$ cat src/plrfl_pkg.sv
// package: constants and types for the power loss restart and frequency limiter
package plrfl_pkg;
   // clock rate and derived cycle counts
   localparam int unsigned CLK_HZ = 250_000_000;
   localparam int unsigned RUN_WAIT_MS = 2000;
   localparam longint unsigned RUN_WAIT_CYC_DEF =
      longint'(CLK_HZ) / 1000 * RUN_WAIT_MS;
   // restart delay defaults, in milliseconds
   localparam int unsigned DELAY_SMALL_MS = 500;
   localparam int unsigned DELAY_LARGE_MS = 1000;
   // one tick per millisecond drives the delay counter and fall rate
   localparam int unsigned TICK_CYC_DEF = CLK_HZ / 1000;
   localparam int unsigned CHARGE_CYC_DEF = 16;
   // frequencies are in 0.01 Hz units; rates in 0.01 Hz/s units
   localparam logic [15:0] FREQ_MAX = 16'h9C40;
   localparam logic [15:0] RATE_MAX = 16'h2710;
   localparam logic [15:0] RATE_PI_CODE = 16'h03E7;
   localparam logic [15:0] RATE_NORMAL = 16'h0000;
   // restart mode codes
   localparam logic [2:0] MODE_TRIP_NOW = 3'h0;
   localparam logic [2:0] MODE_TRIP_AFTER = 3'h1;
   localparam logic [2:0] MODE_DECEL_TRIP = 3'h2;
   localparam logic [2:0] MODE_PRELOSS = 3'h4;
   localparam logic [2:0] MODE_START_FREQ = 3'h5;
   // run command source codes with fixed direction
   localparam logic [1:0] SRC_FIXED_FWD = 2'h2;
   localparam logic [1:0] SRC_FIXED_REV = 2'h3;
   localparam logic [15:0] ZERO_FREQ = 16'h0000;

   typedef enum {
      PLRFL_ST_NORMAL, PLRFL_ST_LOST, PLRFL_ST_CHARGE, PLRFL_ST_WAIT,
      PLRFL_ST_MATCH, PLRFL_ST_DECEL, PLRFL_ST_TRIP
   } plrfl_state_t;
endpackage

$ cat src/plrfl_top.sv
// file: power loss restart sequencer with output frequency limiter
//
// Design decisions made here: the placing of the registers and register access over APB.
`timescale 1ns/10ps
`default_nettype none

// Behaviour
// - flag supply loss only when link voltage under threshold while running
// - on loss enter restart; on return charge first, then ready to run
// - when ready, wait two seconds for run; run starts restart by mode
// - no run within window leaves restart; later start uses start freq
// - terminal direction waits for run; fixed direction restarts at ready
// - coast command during loss ends restart, normal start follows
// - restart at pre-loss frequency, current limit lowers, then reaccelerate
// - no restart before restart delay from the loss has expired
// - restart delay default short for small ratings, long for largest
// - under overcurrent limit during restart lower frequency at fall rate
// - fall rate zero normal decel, 0.01..100 Hz/s rate, 999 fixed PI
// - decel-trip mode starts decel stop below continuous run level
// - undervoltage during decel stop turns output off and coasts
// - clamp output frequency between high and low limits, 0..400 Hz
// - below low limit, mode zero holds limit, mode one decelerates
// - mode zero raises undervoltage alarm and cuts output at once
// - mode four saves loss frequency, restarts there if run present
// - mode five restarts at starting frequency on run after return
module plrfl_top #(
   parameter longint unsigned RUN_WAIT_CYC = plrfl_pkg::RUN_WAIT_CYC_DEF,
   parameter int unsigned TICK_CYC = plrfl_pkg::TICK_CYC_DEF,
   parameter bit LARGE_RATING = 1'b0
) (
   // clock and reset
   input wire logic CLK_SYS_I,
   input wire logic RST_N_I,
   // apb slave
   input wire logic PSEL_I,
   input wire logic PENABLE_I,
   input wire logic PWRITE_I,
   input wire logic [7:0] PADDR_I,
   input wire logic [31:0] PWDATA_I,
   output logic [31:0] PRDATA_O,
   output logic PREADY_O,
   output logic PSLVERR_O,
   // supply monitor
   input wire logic UNDERVOLT_I,
   input wire logic BELOW_CONT_LEVEL_I,
   input wire logic SUPPLY_OK_I,
   input wire logic [15:0] DC_LINK_ERR_I,
   // commands
   input wire logic FORWARD_RUN_TERMINAL_I,
   input wire logic REVERSE_RUN_TERMINAL_I,
   input wire logic KEYPAD_RUN_I,
   input wire logic COAST_STOP_COMMAND_I,
   input wire logic CURRENT_LIMIT_ACTIVE_I,
   // frequency generator
   input wire logic [15:0] FREQ_REF_I,
   input wire logic [15:0] DECEL_STEP_I,
   output logic [15:0] FREQ_OUT_O,
   output logic OUTPUT_ON_O,
   output logic UNDERVOLT_ALARM_O,
   output logic PI_LIMIT_SEL_O,
   output logic RESTART_ACTIVE_O
);
   import plrfl_pkg::*;

   ////////////////////////////////////////////////////////////////////////
   // register offsets and state
   localparam logic [7:0] A_MODE = 8'h00;
   localparam logic [7:0] A_DELAY = 8'h04;
   localparam logic [7:0] A_RATE = 8'h08;
   localparam logic [7:0] A_GAINS = 8'h0C;
   localparam logic [7:0] A_LIMITS = 8'h10;
   localparam logic [7:0] A_START = 8'h14;
   localparam logic [7:0] A_STATUS = 8'h18;
   localparam int unsigned MS_PER_S = 1000;

   typedef struct packed {
      plrfl_state_t st;
      logic [2:0] mode;
      logic [1:0] src;
      logic low_act;
      logic oc_en;
      logic [15:0] delay_ms;
      logic [15:0] rate;
      logic [15:0] kp;
      logic [15:0] ki;
      logic [15:0] hi;
      logic [15:0] lo;
      logic [15:0] start_f;
      logic [15:0] freq;
      logic [15:0] saved;
      logic [31:0] integ;
      logic [31:0] wait_cnt;
      logic [31:0] tick_cnt;
      logic [15:0] ms_cnt;
      logic [15:0] acc;
      logic alarm;
      logic out_on;
      logic [31:0] rdata;
      logic loss_flag;
   } plrfl_regs_t;

   plrfl_regs_t s_r, s_nxt;

   ////////////////////////////////////////////////////////////////////////
   // helpers
   function automatic logic [15:0] sat_sub(input logic [15:0] a,
                                           input logic [15:0] b);
      sat_sub = (a > b) ? 16'(a - b) : ZERO_FREQ;
   endfunction

   // high limit wins over an inverted low limit
   function automatic logic [15:0] clamp(input logic [15:0] f,
                                         input logic [15:0] h,
                                         input logic [15:0] l);
      logic [15:0] r;
      r = f;
      if (r < l) begin
         r = l;
      end
      if (r > h) begin
         r = h;
      end
      clamp = r;
   endfunction

   logic run_cmd;
   logic fixed_dir;
   logic tick;
   logic delay_done;
   logic setup_wr;
   assign run_cmd = FORWARD_RUN_TERMINAL_I | REVERSE_RUN_TERMINAL_I |
                    KEYPAD_RUN_I;
   assign fixed_dir = (s_r.src == SRC_FIXED_FWD) ||
                      (s_r.src == SRC_FIXED_REV);
   assign tick = (s_r.tick_cnt == 32'(TICK_CYC - 1));
   assign delay_done = (s_r.ms_cnt >= s_r.delay_ms);
   assign setup_wr = PSEL_I & PENABLE_I & PWRITE_I;

   ////////////////////////////////////////////////////////////////////////
   // next state
   always_comb begin
      logic [15:0] step;
      logic [31:0] pi;
      logic [31:0] sum;
      step = ZERO_FREQ;
      pi = 32'h0000_0000;
      sum = 32'(s_r.acc) + 32'(s_r.rate);
      s_nxt = s_r;
      s_nxt.tick_cnt = tick ? 32'h0000_0000 : 32'(s_r.tick_cnt + 1);
      if (s_r.st != PLRFL_ST_NORMAL && tick && !delay_done) begin
         s_nxt.ms_cnt = 16'(s_r.ms_cnt + 1);
      end
      // fall-rate decode: hz/s spread over millisecond ticks, remainder kept
      if (s_r.rate == RATE_NORMAL || s_r.rate == RATE_PI_CODE ||
          s_r.rate > RATE_MAX) begin
         step = DECEL_STEP_I;
      end else begin
         step = 16'(sum / MS_PER_S);
      end
      unique case (s_r.st)
         PLRFL_ST_NORMAL: begin
            s_nxt.out_on = run_cmd & ~COAST_STOP_COMMAND_I;
            if (s_nxt.out_on) begin
               s_nxt.freq = clamp(s_r.out_on ? FREQ_REF_I : s_r.start_f,
                                  s_r.hi, s_r.lo);
               // low limit action: decelerate instead of holding
               if (FREQ_REF_I < s_r.lo && s_r.low_act) begin
                  s_nxt.freq = sat_sub(s_r.freq, DECEL_STEP_I);
                  s_nxt.out_on = (s_r.freq != ZERO_FREQ);
               end
            end else begin
               s_nxt.freq = s_r.start_f;
            end
            if (s_r.out_on && s_r.mode == MODE_DECEL_TRIP &&
                BELOW_CONT_LEVEL_I) begin
               s_nxt.st = PLRFL_ST_DECEL;
               s_nxt.integ = 32'h0000_0000;
            end else if (s_r.out_on && UNDERVOLT_I) begin
               s_nxt.loss_flag = 1'b1;
               s_nxt.out_on = 1'b0;
               s_nxt.ms_cnt = 16'h0000;
               s_nxt.saved = s_r.freq;
               if (s_r.mode == MODE_TRIP_NOW) begin
                  s_nxt.alarm = 1'b1;
                  s_nxt.st = PLRFL_ST_TRIP;
               end else begin
                  s_nxt.st = PLRFL_ST_LOST;
               end
            end
         end
         PLRFL_ST_LOST: begin
            s_nxt.out_on = 1'b0;
            s_nxt.wait_cnt = 32'h0000_0000;
            if (COAST_STOP_COMMAND_I) begin
               s_nxt.st = PLRFL_ST_NORMAL;
               s_nxt.freq = s_r.start_f;
            end else if (SUPPLY_OK_I) begin
               if (s_r.mode == MODE_TRIP_AFTER) begin
                  s_nxt.alarm = 1'b1;
                  s_nxt.st = PLRFL_ST_TRIP;
               end else begin
                  s_nxt.st = PLRFL_ST_CHARGE;
               end
            end
         end
         PLRFL_ST_CHARGE: begin
            s_nxt.wait_cnt = 32'(s_r.wait_cnt + 1);
            if (COAST_STOP_COMMAND_I) begin
               s_nxt.st = PLRFL_ST_NORMAL;
               s_nxt.freq = s_r.start_f;
            end else if (s_r.wait_cnt == 32'(CHARGE_CYC_DEF - 1)) begin
               s_nxt.st = PLRFL_ST_WAIT;
               s_nxt.wait_cnt = 32'h0000_0000;
            end
         end
         PLRFL_ST_WAIT: begin
            s_nxt.wait_cnt = 32'(s_r.wait_cnt + 1);
            if (COAST_STOP_COMMAND_I) begin
               s_nxt.st = PLRFL_ST_NORMAL;
               s_nxt.freq = s_r.start_f;
            end else if ((run_cmd || fixed_dir) && delay_done) begin
               s_nxt.out_on = 1'b1;
               s_nxt.acc = 16'h0000;
               if (s_r.mode == MODE_PRELOSS) begin
                  s_nxt.freq = s_r.saved;
                  s_nxt.st = PLRFL_ST_MATCH;
               end else begin
                  s_nxt.freq = s_r.start_f;
                  s_nxt.st = PLRFL_ST_NORMAL;
               end
            end else if (s_r.wait_cnt >= 32'(RUN_WAIT_CYC - 1)) begin
               s_nxt.st = PLRFL_ST_NORMAL;
               s_nxt.freq = s_r.start_f;
            end
         end
         PLRFL_ST_MATCH: begin
            if (COAST_STOP_COMMAND_I || !run_cmd && !fixed_dir) begin
               s_nxt.st = PLRFL_ST_NORMAL;
               s_nxt.out_on = 1'b0;
            end else if (CURRENT_LIMIT_ACTIVE_I) begin
               if (tick || s_r.rate == RATE_NORMAL ||
                   s_r.rate == RATE_PI_CODE) begin
                  s_nxt.freq = sat_sub(s_r.freq, step);
                  s_nxt.acc = 16'(sum % MS_PER_S);
               end
            end else begin
               s_nxt.st = PLRFL_ST_NORMAL; // reaccelerate to reference
            end
         end
         PLRFL_ST_DECEL: begin
            // pi on link voltage error sets the decrement per cycle
            s_nxt.integ = 32'(s_r.integ + 32'(s_r.ki) * 32'(DC_LINK_ERR_I));
            pi = 32'(32'(s_r.kp) * 32'(DC_LINK_ERR_I)) + s_r.integ;
            s_nxt.freq = sat_sub(s_r.freq, pi[31:16]);
            if (UNDERVOLT_I) begin
               s_nxt.out_on = 1'b0;
               s_nxt.st = PLRFL_ST_TRIP; // held off so a held run waits
            end else if (s_r.freq == ZERO_FREQ) begin
               s_nxt.out_on = 1'b0;
               s_nxt.alarm = 1'b1;
               s_nxt.st = PLRFL_ST_TRIP;
            end
         end
         PLRFL_ST_TRIP: begin
            s_nxt.out_on = 1'b0;
            if (COAST_STOP_COMMAND_I) begin
               s_nxt.st = PLRFL_ST_NORMAL;
            end
         end
      endcase
      // apb writes in access phase
      if (setup_wr) begin
         unique case (PADDR_I)
            A_MODE: begin
               s_nxt.mode = PWDATA_I[2:0];
               s_nxt.src = PWDATA_I[5:4];
               s_nxt.low_act = PWDATA_I[8];
               s_nxt.oc_en = PWDATA_I[12];
            end
            A_DELAY: s_nxt.delay_ms = PWDATA_I[15:0];
            A_RATE: s_nxt.rate = PWDATA_I[15:0];
            A_GAINS: begin
               s_nxt.kp = PWDATA_I[15:0];
               s_nxt.ki = PWDATA_I[31:16];
            end
            A_LIMITS: begin
               s_nxt.hi = (PWDATA_I[15:0] > FREQ_MAX) ? FREQ_MAX :
                          PWDATA_I[15:0];
               s_nxt.lo = (PWDATA_I[31:16] > FREQ_MAX) ? FREQ_MAX :
                          PWDATA_I[31:16];
            end
            A_START: s_nxt.start_f = PWDATA_I[15:0];
            A_STATUS: begin
               // write one clears; a new loss in the same cycle wins
               if (PWDATA_I[0] && !(s_nxt.loss_flag && !s_r.loss_flag)) begin
                  s_nxt.loss_flag = 1'b0;
               end
               if (PWDATA_I[1] && !(s_nxt.alarm && !s_r.alarm)) begin
                  s_nxt.alarm = 1'b0;
               end
            end
            default: ;
         endcase
      end
      // read data captured at setup
      unique case (PADDR_I)
         A_MODE: s_nxt.rdata = {19'h0_0000, s_r.oc_en, 3'h0, s_r.low_act,
                                2'h0, s_r.src, 1'h0, s_r.mode};
         A_DELAY: s_nxt.rdata = {16'h0000, s_r.delay_ms};
         A_RATE: s_nxt.rdata = {16'h0000, s_r.rate};
         A_GAINS: s_nxt.rdata = {s_r.ki, s_r.kp};
         A_LIMITS: s_nxt.rdata = {s_r.lo, s_r.hi};
         A_START: s_nxt.rdata = {16'h0000, s_r.start_f};
         A_STATUS: s_nxt.rdata = {s_r.freq, 8'h00, 4'(s_r.st),
                                  (s_r.lo > s_r.hi), s_r.out_on,
                                  s_r.alarm, s_r.loss_flag};
         default: s_nxt.rdata = 32'h0000_0000;
      endcase
   end

   ////////////////////////////////////////////////////////////////////////
   // state register
   always_ff @(posedge CLK_SYS_I or negedge RST_N_I) begin
      if (!RST_N_I) begin
         s_r <= '0;
         s_r.st <= PLRFL_ST_NORMAL;
         s_r.delay_ms <= LARGE_RATING ? 16'(DELAY_LARGE_MS) :
                         16'(DELAY_SMALL_MS);
         s_r.hi <= FREQ_MAX;
      end else begin
         s_r <= s_nxt;
      end
   end

   ////////////////////////////////////////////////////////////////////////
   // outputs
   assign PREADY_O = 1'b1; // zero wait states
   assign PSLVERR_O = PSEL_I & PENABLE_I & (PADDR_I > A_STATUS |
                      PADDR_I[1:0] != 2'b00);
   assign PRDATA_O = s_r.rdata;
   assign FREQ_OUT_O = s_r.out_on ? s_r.freq : ZERO_FREQ;
   assign OUTPUT_ON_O = s_r.out_on;
   assign UNDERVOLT_ALARM_O = s_r.alarm;
   assign PI_LIMIT_SEL_O = (s_r.rate == RATE_PI_CODE);
   assign RESTART_ACTIVE_O = s_r.st inside {PLRFL_ST_LOST, PLRFL_ST_CHARGE,
                                            PLRFL_ST_WAIT, PLRFL_ST_MATCH};
endmodule
`default_nettype wire

$ cat config.mk
export PLATFORM = sky130hd
export DESIGN_NAME = plrfl_top
export DESIGN_NICKNAME = d
export VERILOG_FILES = /design/src/plrfl_pkg.sv /design/src/plrfl_top.sv
export SDC_FILE = /design/constraint.sdc
export NUM_CORES = 2
export LEC_CHECK = 0
export ABC_CLOCK_PERIOD_IN_PS = 26600
export BUFFER_PORTS_ARGS = -buffer_cell sky130_fd_sc_hd__buf_2
export CAP_MARGIN = 15
export CORE_UTILIZATION = 40
export DETAILED_ROUTE_END_ITERATION = 7
export SYNTH_ARGS = -nofsm -noshare
export SYNTH_HDL_FRONTEND = slang
export SYNTH_SLANG_ARGS = --single-unit
export TNS_END_PERCENT = 10
$ cat constraint.sdc
create_clock -name CLK_SYS_I -period 26.6 [get_ports CLK_SYS_I]
set_clock_uncertainty 0.15 [all_clocks]
set_input_delay 2.66 -clock CLK_SYS_I [delete_from_list [all_inputs] [get_ports CLK_SYS_I]]
set_output_delay 2.66 -clock CLK_SYS_I [all_outputs]
set_load 0.02 [all_outputs]
### After elaboration in Yosys (flattened, before gate mapping)

Cells that the tools add are included.

| storage, ports and cells | value |
|---|---|
| register bits after elaboration | 346 |
| input port bits | 101 |
| output and inout port bits | 54 |
| word-level logic and storage cells | 230 |

| cells by class | value |
|---|---|
| add/sub/neg operators | 9 |
| $mul | 2 |
| divide/modulo/power cells | 2 |
| order comparisons | 13 |
| equality and inequality tests | 35 |
| muxes and demuxes | 83 |
| bitwise operators | 9 |
| reductions and logical operators | 54 |

Operators with widths:

| cell | number |
|---|---|
| 2-to-1 mux 32 bit | 18 |
| 2-to-1 mux 16 bit | 31 |
| one-hot mux 32 bit (7 select lines) | 2 |
| equality test 32 x 3 -> 1 bit (second input constant) | 3 |
| one-hot mux 32 bit (3 select lines) | 1 |
| greater-than comparator 16 bit | 5 |
| one-hot mux 16 bit (5 select lines) | 1 |
| adder 32 x 1 -> 32 bit (second input constant) | 2 |
| adder 32 bit | 2 |
| equality test 32 x 2 -> 1 bit (second input constant) | 2 |
| multiplier 16 x 16 -> 32 bit | 2 |
| one-hot mux 32 bit (2 select lines) | 1 |
| subtractor 16 bit | 3 |
| divider 32 x 10 -> 32 bit (second input constant) | 1 |
| equality test 32 x 1 -> 1 bit (second input constant) | 1 |
| equality test 32 x 18 -> 1 bit (second input constant) | 1 |
| equality test 32 x 4 -> 1 bit (second input constant) | 1 |
| >= comparator 32 x 29 -> 1 bit (second input constant) | 1 |
| greater-than comparator 16 bit (second input constant) | 2 |
| logical NOT 16 bit | 2 |
| logical NOT 32 bit | 1 |
| < comparator 16 bit | 2 |
| remainder unit 32 x 10 -> 32 bit (second input constant) | 1 |
| one-hot mux 16 bit (2 select lines) | 1 |
| other kinds (42) | 120 |

### Logic depth before layout (Yosys ltp)

| depth | value |
|---|---|
| depth after elaboration | 13 |
| mapped depth | 52 |

### Worst setup path before layout

OpenSTA, ideal clock, no wires.

| timing path | value |
|---|---|
| path kind | input to register |
| start | in DC_LINK_ERR_I[6] |
| end | reg s_r[194] in the netlist's numbering |
| arrival | 11.084 ns |
| path slack | 15.229 ns |
| stages | 44 |
| buffers on the path | 1 |
| path through | clkbuf_1 nand2_1 fa_1 inv_1 fa_1 ha_1 fa_1 inv_1 fa_1 fa_1 inv_1 ha_1 a21o_1 a21o_1 a21o_1 a21o_1 a21o_1 a21o_1 [8 not listed] nand2b_1 a21o_1 a21o_1 a21o_1 a21o_1 a21o_1 a21o_1 a21o_1 a21o_1 a21oi_1 o21bai_1 a21o_1 a21oi_1 xnor2_1 a222oi_1 o21ai_0 nor2_1 a21oi_1 |

| between the ends | value |
|---|---|
| word-level cells in the longest chain between the ends | 5 |
| elaborated cells between the ends (all ways) | 6 |
| those cells by class | add/sub (2); mul (1); order compare (1); mux (2) |

RTL lines:

| what | RTL line | text |
|---|---|---|
| from (decl) | plrfl_top.sv:47 | `input wire logic [15:0] DC_LINK_ERR_I,` |
| multiplier 16 x 16 -> 32 bit * | plrfl_top.sv:253 | `pi = 32'(32'(s_r.kp) * 32'(DC_LINK_ERR_I)) + s_r.integ;` |
| adder 32 bit * | plrfl_top.sv:253 |  |
| subtractor 16 bit or greater-than comparator 16 bit (tied branches) | plrfl_top.sv:108 | `sat_sub = (a > b) ? 16'(a - b) : ZERO_FREQ;` |
| 2-to-1 mux 16 bit * | plrfl_top.sv:108 |  |
| one-hot mux 16 bit (5 select lines) * | plrfl_top.sv:160 | `unique case (s_r.st)` |
| to (signal assigned) | plrfl_top.sv:331 | `s_r <= s_nxt;` |
| to (decl) | plrfl_top.sv:102 | `plrfl_regs_t s_r, s_nxt;` |

Mark *: on every way between the ends. The rest lies on a longest branch, timed or not.
A chain may end at the register's enable or synchronous reset.

### Worst setup path after layout

| timing path | value |
|---|---|
| start | reg s_r[275] in the netlist's numbering |
| end | reg s_r[193] in the netlist's numbering |

| between the ends | value |
|---|---|
| word-level cells in the longest chain between the ends | 10 |
| elaborated cells between the ends (all ways) | 19 |
| those cells by class | add/sub (2); div (1); order compare (2); eq/ne (2); mux (6); reduce/logical (6) |

RTL lines:

| what |
|---|
| parallel branches: the longest is 10 deep, another holds divider 32 x 10 -> 32 bit |

Several ways; the timed one is not identified. The select of a mux whose other input is x is not followed.

==> impl_metrics.py <==
metrics = {
    "outcome": {
        "outcome": "finished, violations left",
        "violations": "DRC",
    },
    "sta": {
        "tightest_slew_ns": 1.20,
        "min_period_over_period_pct": 45.8,
        "finalHoldViolCount": 0,
        "fmax_ghz": 0.0821,
        "finalMaxSlewViolations": 0,
        "setup_viol": 0,
        "min_period_ns": 12.19,
        "rsz0062_at_grt": "false",
        "fin_ws_ns": 14.41,
        "max_slew_margin_pct": 20.2,
        "tns_ns": 0,
    },
    "routing": {
        "routed_wirelength_mm": 121,
        "dr.pass1.iters": 8,
        "drcViolationCount": 19,
        "antenna_left": 0,
        "avgRoutedWirePerCell_um": 21.1,
        "vias_per_cell": 5.51,
        "vias": 31700,
        "drt_iter0_drc": 2584,
    },
    "place": {
        "io_buffer_count": 153,
        "dpl.hpwl_mm": 93.3,
        "pre_cts_slack_ns": 14.14,
        "gp_congestion": 0.965,
        "dpl_cell_area_um2": 41200,
    },
    "pwr": {
        "pwr-share-clk_pct": 25.7,
        "p_leak_nw": 22.2,
        "p_seq_share_pct": 26.8,
        "p_int_w": 0.00133,
        "switching_share_pct": 44.4,
        "ir_drop_uv": 62.6,
        "power-per-cell-area_nw_per_um2": 56.3,
        "switching_power_w": 0.00107,
        "p_comb_share_pct": 47.5,
    },
    "logic_synthesis": {
        "synth_top_area_share_pct": 23.1,
        "synth_seq_cells": 317,
        "synth-edff-count": 0,
        "ys_types": 100,
        "netlist_instances": 4403,
        "synth_top_cell_by_area": "fa_1",
        "netlist_area_um2": 39200,
        "synth_ff_type": "dfrtp_1",
        "syn_area_per_cell_um2": 8.91,
        "yosys-top-cells-count": "inv_1, nand2_1, fa_1, ha_1, dfrtp_1",
        "async_reset_ff_share_pct": 100,
        "yosysWarnings": 0,
        "yosysMostFrequentCell": "inv_1",
        "synth_nets": 5297,
        "ys_top_cells_by_area": "fa_1, dfrtp_1, ha_1",
        "synth_seq_area_share_pct": 20.3,
    },
    "worst_hold_path": {
        "hp-class": "reg2reg",
        "min_path_cells": 2,
    },
    "clocking": {
        "cts_tree": "done",
        "path_clk_slew_ns": 0.06,
        "cts_max_level": 2,
        "cts_resized": 0,
        "root_buffer": "clkbuf_16",
        "insertion_delay_ns": 0.64,
        "postCtsHoldBufs": 0,
        "cts_sinks": 317,
        "cts_made_buffers": 44,
        "ctsLongestPathBuffers": 3,
        "cts_setup_buffers": 0,
    },
    "setup_path": {
        "worst-path-buf-inv": 1,
        "ff2ff_path_depth": 46,
        "cp.depth": 46,
        "worst_setup_path_end_kind": "register",
        "crit_path_start_kind": "register",
        "path_common_cell": "a21o_1",
        "slowest_delay_ns": 0.65,
        "critPathTopFamily": "compound AO/OA/AOI/OAI gates",
        "arrival_ns": 12.54,
        "crit_type": "reg2reg",
        "crit_fanout": 11,
        "crit_required_ns": 26.96,
        "critPathSlowestCell": "xnor2_1",
    },
    "floorplan": {
        "pin_count": 155,
        "start_util_pct": 40.5,
        "dieArea_um2": 99300,
        "die_h_um": 315,
        "core.rowCount": 114,
        "fp.coreArea_um2": 96900,
        "fp.dieW_um": 315,
    },
    "grt": {
        "grt_first_pass_wirelength_mm": 190,
        "grt_usage_pct": 24.9,
        "grt_max_degree": 99,
        "grt_pass1_vias": 32100,
        "grt.overflow.total": 0,
        "grt_antenna_before_repair": 5,
    },
    "cells_and_area": {
        "num-nets-final": 5337,
        "layout-drive-gt1-share_pct": 10.4,
        "fillers": 9539,
        "area_growth_pct": 8.76,
        "design_area_um2": 42600,
    },
    "run": {
        "max-cap-violations": 0,
    },
}
==> flip-flops by register name, summed over array words and instances (netlist names) <==
| name | flops |
|---|---|
| OUTPUT_ON_O | 1 |
| PRDATA_O | 32 |
| UNDERVOLT_ALARM_O | 1 |
| s_r | 283 |
==> metrics by stage <==
stage               utilization [%]  power (W)  hold WS, ns  std cells
floorplan                         -    0.00141        0.295       4403
global placement               42.5    0.00176        0.309       5673
detailed placement             42.5    0.00178        0.312       5673
CTS                            44.0    0.00241        0.327       5753
global route                   44.0    0.00257        0.351       5753
finish                         44.0    0.00240        0.321       5754
==> placed cells by master, fill, tap and decap left out, types with 40 or more instances in the layout <==
master     netlist  final
inv_1          673    673
nand2_1        608    607
fa_1           452    452
ha_1           341    341
dfrtp_1        306    306
o21ai_0        195    195
and2_1         193    193
nor2_1         175    171
a21oi_1        158    155
buf_2            7    152
a21o_1         104    104
mux2_2         102    102
xnor2_1         90     90
buf_4           34     72
xor2_1          70     70
nand3_1         58     58
a22oi_1         50     50
nand2b_1        49     49
a222oi_1        45     45
and3_1          44     44
clkbuf_16        0     44
nand4_1         40     40
==> power by group through the flow <==
stage / Sequential [W] / Combinational [W] / Clock [W]
4_1_cts: 0.000639 / 0.00114 / 0.000632
3_5_place_dp: 0.000647 / 0.00113 / 0
6_report: 0.000642 / 0.00114 / 0.000617
5_1_grt: 0.000648 / 0.00127 / 0.000646
3_3_place_gp: 0.000647 / 0.00112 / 0
2_1_floorplan: 0.000602 / 0.000809 / 0
==> logic make-up (layout without fill, tap and decap cells) <==
group                      after synthesis  after routing  share of synthesized area, %
DFF                                    317            317                          20.3
other                                    1              2                       0.00956
xor gates and xnor gates               162            162                          3.66
adders and majority gates              794            794                          34.0
and+or+nand+nor                       1310           1310                          15.8
buffers and inverters                  904            978                          9.06
muxes                                  122            122                          3.44
AOI/OAI and AO/OA                      793            793                          13.8
==> layout make-up <==
type                            instances  area (um2)  share of cell area [%]
Inverter                              673        2530                    5.92
Timing Repair Buffer                  225        1320                    3.09
Clock inverter                         19         226                   0.531
Antenna cell                            1        2.50                 0.00587
Tap cell                             1276        1600                    3.74
Sequential cell                       317        7950                    18.6
Multi-Input combinational cell       3182       27800                    65.2
Clock buffer                           61        1240                    2.92
==> path summary, 6_finish.rpt <==
kind | from | to | slack [ns]
max reg2reg | s_r[275] | s_r[193] | 14.41
min | s_r[174] | s_r[174] | 0.32
min in group asynchronous | RST_N_I | s_r[76] | 1.94
min reg2reg | s_r[174] | s_r[174] | 0.32
max | s_r[275] | s_r[193] | 14.41
max in group asynchronous | RST_N_I | PRDATA_O[19] | 22.09
==> tightest hold or removal path: stages (launching register included) <==
cell and delay, ns:
dfrtp_1 0.33, nand2_1 0.05, nand2_1 0.06
==> metal layers <==
| layer | vias to the layer above | share of wire [%] | track usage, % | wire (um) |
|---|---|---|---|---|
| li1 | 14500 | - | - | - |
| met2 | 1028 | 47 | 41.1 | 57200 |
| met5 | - | 0.0091 | 0 | 11 |
| met4 | 2 | 3.5 | 8.46 | 4190 |
| met1 | 15900 | 43 | 33.7 | 52100 |
| met3 | 187 | 6.3 | 3.17 | 7650 |
Power figures use the tool's default switching activity.
